$ cat src/design/rre_pkg.sv
// package for the return and rotate instruction executor
package rre_pkg;

  localparam int PC_WIDTH        = 13;
  localparam int STACK_DEPTH     = 16;
  localparam int PTR_WIDTH       = 4;
  localparam int DATA_WIDTH      = 8;
  localparam int FADDR_WIDTH     = 7;
  localparam int INT_ENABLE_BIT  = 7;
  localparam int RETURN_CYCLES   = 2;
  localparam int ROTATE_CYCLES   = 1;
  localparam logic [7:0] ICR_RESET = 8'h00;
  localparam logic [7:0] W_RESET   = 8'h00;
  localparam logic [12:0] PC_RESET = 13'h0000;
  localparam logic DEST_WREG     = 1'b0;
  localparam logic DEST_FILE     = 1'b1;

  typedef enum logic [2:0] {
    RRE_OP_NONE,
    RRE_OP_RETFI,
    RRE_OP_RETSUB,
    RRE_OP_RETLIT,
    RRE_OP_ROTL
  } rre_op_type;

  // one decoded instruction from the decode path
  typedef struct packed {
    rre_op_type       op;
    logic [7:0]       literal;
    logic [6:0]       faddr;
    logic             dest;
  } rre_instr_type;

  // writeback to the file register array
  typedef struct packed {
    logic             en;
    logic [6:0]       addr;
    logic [7:0]       data;
  } rre_fwrite_type;

endpackage : rre_pkg

$ cat src/design/rre_exec.sv
// executor for return and rotate-through-carry instructions
// Summary of operation
// - return from interrupt pops the stack into the pc, two cycles.
// - return from interrupt also sets interrupt enable, control bit 7.
// - return from subroutine pops stack into pc, two cycles, flags unchanged.
// - return with literal loads literal into w, pops into pc, two cycles.
// - rotate left: old carry into bit 0, old bit 7 into carry.
// - destination 0 writes w, 1 writes file register; one cycle.
`timescale 1ns/1ps
`default_nettype none
module rre_exec
  import rre_pkg::*;
(
  // clock and reset
  input  wire logic           mclk_in,
  input  wire logic           srst_in,
  // instruction from decode, taken when ready_out is high
  input  wire logic           instr_valid_in,
  input  wire rre_instr_type  instr_in,
  input  wire logic [7:0]     fdata_in,
  // call path from the rest of the core
  input  wire logic           call_in,
  input  wire logic [12:0]    call_target_in,
  input  wire logic [12:0]    return_addr_in,
  // results
  output logic                ready_out,
  output logic                done_out,
  output logic [12:0]         pc_out,
  output logic [7:0]          wreg_out,
  output logic                carry_out,
  output logic [7:0]          interrupt_control_reg_out,
  output rre_fwrite_type      fwrite_out,
  output logic [3:0]          stack_ptr_out
);

  typedef enum logic [0:0] {ST_IDLE, ST_POP} rre_state_type;

  rre_state_type state;
  logic [12:0]   stack_top_entry;
  logic [3:0]    sptr;
  logic          take;
  logic          is_ret;
  logic          pop;
  logic [8:0]    rot;

  function automatic logic is_return(input rre_op_type op);
    return (op == RRE_OP_RETFI) || (op == RRE_OP_RETSUB) || (op == RRE_OP_RETLIT);
  endfunction : is_return

  assign take   = instr_valid_in && (state == ST_IDLE);
  assign is_ret = take && is_return(instr_in.op);
  assign pop    = is_ret;
  assign rot    = {fdata_in, carry_out};

  // a call in the same cycle as a return is dropped; the return owns the stack
  rre_stack #(
    .DEPTH (STACK_DEPTH),
    .AW    (PTR_WIDTH),
    .W     (PC_WIDTH)
  ) u_stack (
    .mclk_in      (mclk_in),
    .srst_in      (srst_in),
    .push_in      (call_in && !pop),
    .push_data_in (return_addr_in),
    .pop_in       (pop),
    .top_out      (stack_top_entry),
    .ptr_out      (sptr)
  );

  // returns spend a second, flushing cycle
  always_ff @(posedge mclk_in)
  begin
    if (srst_in)
      state <= ST_IDLE;
    else if (is_ret)
      state <= ST_POP;
    else
      state <= ST_IDLE;
  end

  always_ff @(posedge mclk_in)
  begin
    if (srst_in)
      ready_out <= 1'b1;
    else
      ready_out <= !is_ret;
  end

  always_ff @(posedge mclk_in)
  begin
    if (srst_in)
      done_out <= 1'b0;
    else
      done_out <= (state == ST_POP) || (take && instr_in.op == RRE_OP_ROTL);
  end

  always_ff @(posedge mclk_in)
  begin
    if (srst_in)
      pc_out <= PC_RESET;
    else if (is_ret)
      pc_out <= stack_top_entry;
    // a call colliding with a return loses; the popped entry wins
    else if (call_in)
      pc_out <= call_target_in;
  end

  always_ff @(posedge mclk_in)
  begin
    if (srst_in)
      interrupt_control_reg_out <= ICR_RESET;
    else if (take && instr_in.op == RRE_OP_RETFI)
      interrupt_control_reg_out[INT_ENABLE_BIT] <= 1'b1;
  end

  // only the rotate touches carry; returns leave flags alone
  always_ff @(posedge mclk_in)
  begin
    if (srst_in)
      carry_out <= 1'b0;
    else if (take && instr_in.op == RRE_OP_ROTL)
      carry_out <= rot[8];
  end

  always_ff @(posedge mclk_in)
  begin
    if (srst_in)
      wreg_out <= W_RESET;
    else if (take && instr_in.op == RRE_OP_RETLIT)
      wreg_out <= instr_in.literal;
    else if (take && instr_in.op == RRE_OP_ROTL && instr_in.dest == DEST_WREG)
      wreg_out <= rot[7:0];
  end

  always_ff @(posedge mclk_in)
  begin
    if (srst_in)
      fwrite_out <= '0;
    else
    begin
      fwrite_out.en   <= take && instr_in.op == RRE_OP_ROTL && instr_in.dest == DEST_FILE;
      fwrite_out.addr <= instr_in.faddr;
      fwrite_out.data <= rot[7:0];
    end
  end

  always_ff @(posedge mclk_in)
  begin
    if (srst_in)
      stack_ptr_out <= '0;
    else
      stack_ptr_out <= sptr;
  end

  // checks
  chk_ret_pc_load: assert property (@(posedge mclk_in) disable iff (srst_in)
    is_ret |=> pc_out == $past(stack_top_entry))
    else $error("return did not load pc from stack top");

  chk_ret_two_cycle: assert property (@(posedge mclk_in) disable iff (srst_in)
    is_ret |=> !ready_out ##1 (ready_out && done_out))
    else $error("return did not take two cycles");

  chk_int_enable_set: assert property (@(posedge mclk_in) disable iff (srst_in)
    (take && instr_in.op == RRE_OP_RETFI) |=> interrupt_control_reg_out[INT_ENABLE_BIT])
    else $error("interrupt enable not set");

  chk_lit_to_w: assert property (@(posedge mclk_in) disable iff (srst_in)
    (take && instr_in.op == RRE_OP_RETLIT) |=> wreg_out == $past(instr_in.literal))
    else $error("literal not in w");

  chk_rot_carry: assert property (@(posedge mclk_in) disable iff (srst_in)
    (take && instr_in.op == RRE_OP_ROTL)
      |=> carry_out == $past(fdata_in[7]))
    else $error("carry not old bit 7");

  chk_rot_file: assert property (@(posedge mclk_in) disable iff (srst_in)
    (take && instr_in.op == RRE_OP_ROTL && instr_in.dest)
      |=> fwrite_out.en && fwrite_out.data == {$past(fdata_in[6:0]), $past(carry_out)} && done_out)
    else $error("rotate file writeback wrong");

  chk_ret_flags: assert property (@(posedge mclk_in) disable iff (srst_in)
    is_ret |=> $stable(carry_out))
    else $error("return changed carry");

  chk_pop_ptr: assert property (@(posedge mclk_in) disable iff (srst_in)
    is_ret |=> sptr == $past(sptr) - 4'h1)
    else $error("pop did not move pointer back");

  chk_rot_one_cycle: assert property (@(posedge mclk_in) disable iff (srst_in)
    (take && instr_in.op == RRE_OP_ROTL) |=> done_out && ready_out)
    else $error("rotate did not finish in one cycle");

  chk_rot_wreg: assert property (@(posedge mclk_in) disable iff (srst_in)
    (take && instr_in.op == RRE_OP_ROTL && instr_in.dest == DEST_WREG)
      |=> !fwrite_out.en && wreg_out == {$past(fdata_in[6:0]), $past(carry_out)})
    else $error("rotate to w wrong");

  chk_rot_icr_kept: assert property (@(posedge mclk_in) disable iff (srst_in)
    (take && instr_in.op == RRE_OP_ROTL) |=> $stable(interrupt_control_reg_out))
    else $error("rotate touched interrupt control");

  chk_ret_keep_w: assert property (@(posedge mclk_in) disable iff (srst_in)
    (is_ret && instr_in.op != RRE_OP_RETLIT)
      |=> $stable(wreg_out) && !fwrite_out.en)
    else $error("plain return touched w or file");

  chk_ret_icr_kept: assert property (@(posedge mclk_in) disable iff (srst_in)
    (is_ret && instr_in.op != RRE_OP_RETFI) |=> $stable(interrupt_control_reg_out))
    else $error("return changed interrupt control");

  chk_flush_ignore: assert property (@(posedge mclk_in) disable iff (srst_in)
    (!ready_out && instr_valid_in && !call_in) |=> $stable(pc_out) && $stable(sptr))
    else $error("instruction acted during return flush");

  chk_call_push: assert property (@(posedge mclk_in) disable iff (srst_in)
    (call_in && !is_ret) |=> sptr == $past(sptr) + 4'h1)
    else $error("call did not push one entry");

endmodule : rre_exec
`default_nettype wire

$ cat src/design/rre_stack.sv
// hardware return stack, flip-flop storage, circular
`timescale 1ns/1ps
`default_nettype none
module rre_stack
  import rre_pkg::*;
#(
  parameter int DEPTH = STACK_DEPTH,
  parameter int AW    = PTR_WIDTH,
  parameter int W     = PC_WIDTH
)(
  // clock and reset
  input  wire logic          mclk_in,
  input  wire logic          srst_in,
  // push and pop
  input  wire logic          push_in,
  input  wire logic [W-1:0]  push_data_in,
  input  wire logic          pop_in,
  // state
  output logic [W-1:0]       top_out,
  output logic [AW-1:0]      ptr_out
);

  logic [W-1:0]  mem [DEPTH];
  logic [AW-1:0] ptr;

  // ptr names the next free slot; top is the slot below it
  always_ff @(posedge mclk_in)
  begin
    if (srst_in)
      ptr <= '0;
    else if (push_in && !pop_in)
      ptr <= ptr + AW'(1);
    else if (pop_in && !push_in)
      ptr <= ptr - AW'(1);
  end

  always_ff @(posedge mclk_in)
  begin
    if (push_in)
      mem[ptr] <= push_data_in;
  end

  assign top_out = mem[ptr - AW'(1)];
  assign ptr_out = ptr;

endmodule : rre_stack
`default_nettype wire

$ cat config.mk
export PLATFORM = sky130hd
export DESIGN_NAME = rre_exec
export DESIGN_NICKNAME = d
export VERILOG_FILES = /design/src/design/rre_pkg.sv /design/src/design/rre_exec.sv /design/src/design/rre_stack.sv
export SDC_FILE = /design/constraint.sdc
export NUM_CORES = 1
export LEC_CHECK = 0
export ABC_AREA = 1
export BUFFER_PORTS_ARGS = -buffer_cell sky130_fd_sc_hd__clkbuf_2
export CELL_PAD_IN_SITES_DETAIL_PLACEMENT = 1
export CELL_PAD_IN_SITES_GLOBAL_PLACEMENT = 2
export CORE_UTILIZATION = 38
export DETAILED_ROUTE_END_ITERATION = 8
export MAX_ROUTING_LAYER = met4
export PLACE_DENSITY = 0.82
export SLEW_MARGIN = 5
export SYNTH_ARGS = -nofsm -noshare
export SYNTH_HDL_FRONTEND = slang
export SYNTH_SLANG_ARGS = --single-unit
$ cat constraint.sdc
create_clock -name mclk_in -period 4.52 [get_ports mclk_in]
set_input_delay 0.226 -clock mclk_in [delete_from_list [all_inputs] [get_ports mclk_in]]
set_output_delay 0.226 -clock mclk_in [all_outputs]
set_load 0.02 [all_outputs]
-- Word-level counts from Yosys, hierarchy flattened
Memories as Yosys holds them, arrays and structs flattened.
Index checks and enable logic that the tools add are counted.
- memories kept: 1
- memory bits (writable): 208
- input bits: 57
- word-level logic and storage cells: 48
- bits in registers: 50
- reduce and logical (&&, ||, !) cells: 18
- muxes and demuxes: 9
- bitwise logic cells: 2
- add/sub/neg operators: 2
- eq/ne operators: 4
- memories (memory ; words ; width ; read ports ; clocked after memory_dff ; wr ports ; RTL line ; source):
    u_stack.mem ; 16 ; 13 ; 1 ; 0 ; 1 ; rre_stack.sv:23 ; logic [W-1:0] mem [DEPTH];
- operators by type and width (kind ; count):
    13-bit 2-to-1 mux ; 2
    8-bit 2-to-1 mux ; 2
    1-bit logical AND ; 10
    4-bit 2-to-1 mux ; 2
    3-bit by 2-bit == test with 1-bit output, second input constant ; 2
    2-bit nonzero test ; 3
    4-bit by 1-bit adder with 4-bit output, second input constant ; 1
    4-bit by 1-bit subtractor with 4-bit output, second input constant ; 1
    3-bit by 1-bit == test with 1-bit output, second input constant ; 1
    3-bit == test, second input constant ; 1
    1-bit logical OR ; 3
    1-bit 2-to-1 mux ; 3
    1-bit logical NOT ; 2
    1-bit NOT ; 2

-- Longest topological paths before layout
- depth after elaboration: 10
- gate-level depth with buffers: 14
- depth with buffers taken out: 9

-- Cells and area by module
Synthesis repeated with hierarchy kept, for this count alone.
- cell total of the unflattened synthesis: 1225
- area, all modules: 11427.2 um^2
- modules (own cells, without submodules) (module ; area each (um^2) ; times used ; seq. area each (um^2) ; cells an instance):
    rre_stack ; 9402.8 ; 1 ; 6326.1 ; 919
    rre_exec ; 2024.4 ; 1 ; 920.9 ; 306

-- Least setup slack after synthesis
No wires, ideal clock.
- path kind: register to register
- start: reg u_stack.ptr[0] (netlist: u_stack.ptr_out[0])
- end: reg pc_out[0]
- path slack: 2403 ps
- period minus slack after synthesis: 2117 ps
- cell stages (with the launch flop): 15
- required time: 4388 ps
- data arrival time: 1985 ps
- setup time: 132 ps
- cells stage by stage: dfxtp_1 buf_4 inv_2 buf_6 buf_2 ha_1 buf_2 clkinv_1 clkbuf_1 nand3_1 nand3_1 nand3_1 nand3_1 nand2_1 a21oi_1
- cells in the longest elaborated chain, start to end: 3
- RTL lines (element ; RTL line ; source):
    start, declared ; rre_stack.sv:24 ; logic [AW-1:0] ptr;
    start signal, assigned ; rre_stack.sv:32 ; ptr <= ptr + AW'(1);
    start signal, assigned ; rre_stack.sv:34 ; ptr <= ptr - AW'(1);
    4-bit by 1-bit subtractor with 4-bit output ; rre_stack.sv:43 ; assign top_out = mem[ptr - AW'(1)];
    memory read 16 x 13 bit ; - ;
    13-bit 2-to-1 mux ; rre_exec.sv:101 ; else if (is_ret)
    end signal, assigned ; rre_exec.sv:102 ; pc_out <= stack_top_entry;
    end signal, assigned ; rre_exec.sv:105 ; pc_out <= call_target_in;
    end, declared ; rre_exec.sv:28 ; output logic [12:0] pc_out,
Every way passes these cells.
A chain may end at the register's enable or synchronous reset.

-- Final worst setup path
- start: reg u_stack.ptr[0] (netlist: u_stack.ptr_out[0])
- end: mem u_stack.mem[14][11] in the netlist's numbering, enable pin
- RTL lines (element ; RTL line):
    end, declared ; rre_stack.sv:23
No word-level cell before the write port.

==> metrics.txt <==
logic gate share of total power 0.136; number of antenna violations at the first check in global routing 2; Psw 1.52 mW; Synth Instances 1,119; Yosys top cell by area edfxtp_1; arrival time at the worst endpoint 3.32 ns; CTS root buffer clkbuf_16; Final Skew 0.0182 ns; Final Hold Slack 0.0184 ns; Tightest Pin Transition 1.14 ns; HP Class primary input to flop; Overflow after GRT 0; cell row count 61; Yosys reg bits 258; RePlAce Congestion 0.766; drt via density 4.86; endpoints failing setup 0; Initial Util 0.390; clock latency at the later pin of the worst-skew pair 0.54 ns; number of gates resized after CTS 0; CP required 4.75 ns; sequential-to-total area share from yosys stat 0.661; NumNets Final 1,301; ys flop type edfxtp_1; IO buf count 101; Sw Share 0.260; YS warnings 0; MaxCap Viol Count 0; CP Capture Type flop; peak supply drop 290 uV; via count 7,964; mapped cell area 11,000 sq um; DRT iter0 DRCs 619; crit share post-route 0.683; Async SR Flop Fraction 0; Distinct cells, synth 28; RSZ-0062 raised after global routing no; Top Ports 109; clock group share of total power 0.407; CTS H-tree depth 1; slowest CP cell nor2_1; Pwr Total 5.83 mW; TritonCTS clock tree done; die height 172 microns; largest net degree at the start of global routing 68; Die ar. 29,500 sq um; Slew headroom 0.235; vias in the first global route 8,244; crit path kind flop to flop; most frequent cell after synthesis nand2_1; Final min period 3.09 ns; clk buf depth 3; TritonRoute pass-1 iters 5; top post-synthesis cells by area edfxtp_1, nand2_1, dfxtp_1; area grow syn2layout 18.2%; crit-path max cell delay 0.84 ns; share of power burned in registers 0.457; syn avg cell area 9.80 sq um; Worst Path Buf+Inv 3; Finished Cell Area 13,000 sq um; drt drc 0; Crit Path Max Fanout 62; FMAX 324 MHz; Leak 5.68 nW; critical-path cell list clkinv_2 > buf_4 > ha_1 > nand2_1 > nor2_1 > buf_4; Reg clk slew, reported paths 0.06 ns; Final Slew Violations 0; EDFF count, synth 208; layout cell share with drive strength beyond 1 0.138; commonest cells in the synthesized netlist nand2_1, edfxtp_1, inv_1; cell family with most CP delay buffers and inverters; GRT Total Usage 0.225; final hold vios 0; Detailed Route WL 31.7 mm; outcome completed; CTS buffer count 29; Core ar. 28,100 sq um; Int Pwr 4.31 mW; Pwr per Cell Area 450 nW/um^2; Setup TNS 0 ns; global-route wire length before repair 47.7 mm; CP dominant cell by count buf_4; DR WL/cell 19.3 microns; CP Launch Type flop; Die Wd 172 microns; DRT antenna net count 0; Synth top area share 0.570; clock sink total 258; hpwl dp 20.1 mm; Core Util, Final 0.461; Placed Area 11,800 sq um
-- final cells by class --
type                            instances  area, sq um
Antenna cell                            1         2.50
Clock buffer                           35          748
Clock inverter                         16          199
Fill cell                            3249        15100
Inverter                              187          703
Multi-Input combinational cell        619         2710
Sequential cell                       258         7250
Tap cell                              378          473
Timing Repair Buffer                  144          876
-- stage by stage --
stage | worst slack (ns) | cells
6_report | 1.43 | 1638
5_1_grt | 1.15 | 1638
4_1_cts | 1.39 | 1637
3_5_place_dp | 1.41 | 1567
3_3_place_gp | 1.44 | 1567
2_1_floorplan | 2.40 | 1125
-- state kept, by name, indices dropped and copies added, names as in the netlist --
register / flops
u_stack.mem: 208
carry_out: 1
pc_out: 13
ready_out: 1
state: 1
fwrite_out: 16
stack_ptr_out: 4
interrupt_control_reg_out: 1
u_stack.ptr_out: 4
done_out: 1
wreg_out: 8
-- worst paths after layout --
path	start	end	slack, ns	cells after the start
worst min-delay path	instr_in[13]	wreg_out[5]	0.02	3
worst max-delay path	u_stack.ptr_out[0]	u_stack.mem[14][11]	1.43	6
worst max register to register	u_stack.ptr_out[0]	u_stack.mem[14][11]	1.43	6
worst min register to register	interrupt_control_reg_out[7]	interrupt_control_reg_out[7]	0.46	2
-- per-layer routing --
metal	GRT usage	part of all wire	vias to the layer above
li1	-	-	3823
met1	0.281	0.43	3940
met2	0.386	0.51	161
met3	0.0327	0.044	40
met4	0.0535	0.021	0
met5	-	0	-
-- power groups by stage --
stage | registers, mW | clock network [mW] | logic [mW]
6_report | 2.66 | 2.37 | 0.791
5_1_grt | 2.67 | 2.49 | 0.879
4_1_cts | 2.66 | 2.41 | 0.796
3_5_place_dp | 2.71 | 0 | 0.778
3_3_place_gp | 2.71 | 0 | 0.765
2_1_floorplan | 2.73 | 0 | 0.484
-- worst reg2reg max path, delay by kind of cell (launching register included) --
family	cells	cell delay, ns
adders and majority gates	1	0.30
and+or+nand+nor	2	0.96
buffers and inverters	3	1.05
DFF	1	0.49
-- logic make-up after synthesis --
logic type / Yosys count / synth area share
AOI/OAI and AO/OA: 49 / 0.0231
and+or+nand+nor: 556 / 0.212
DFF: 258 / 0.661
buffers and inverters: 248 / 0.0952
other: 1 / 0.000342
adders and majority gates: 5 / 0.00571
xor gates and xnor gates: 2 / 0.00297
-- cell usage in the layout, fill, tap and decap left out, types with 2 or more instances in the layout --
cell           Yosys  routed
a21oi_1           25      25
buf_4             12      24
bufinv_16          0       5
clkbuf_1          17       6
clkbuf_16          0      29
clkbuf_2           0     101
clkinv_1           1       8
clkinv_2           0       4
conb_1             1       7
dfxtp_1           50      49
dlygate4sd3_1      0      19
edfxtp_1         208     208
ha_1               5       4
inv_1            183     183
inv_2              3       2
nand2_1          311     311
nand3_1          174     174
nand4_1            2       2
nor2_1            64      63
o21ai_0           21      21
-- timing repair --
item,CTS,global route
hold buffers,19,0
endpoints found under the setup margin,0,0
hold endpoints to repair,19,0
buffers inserted,0,0
Note: power is estimated with default switching activity, not from simulation.
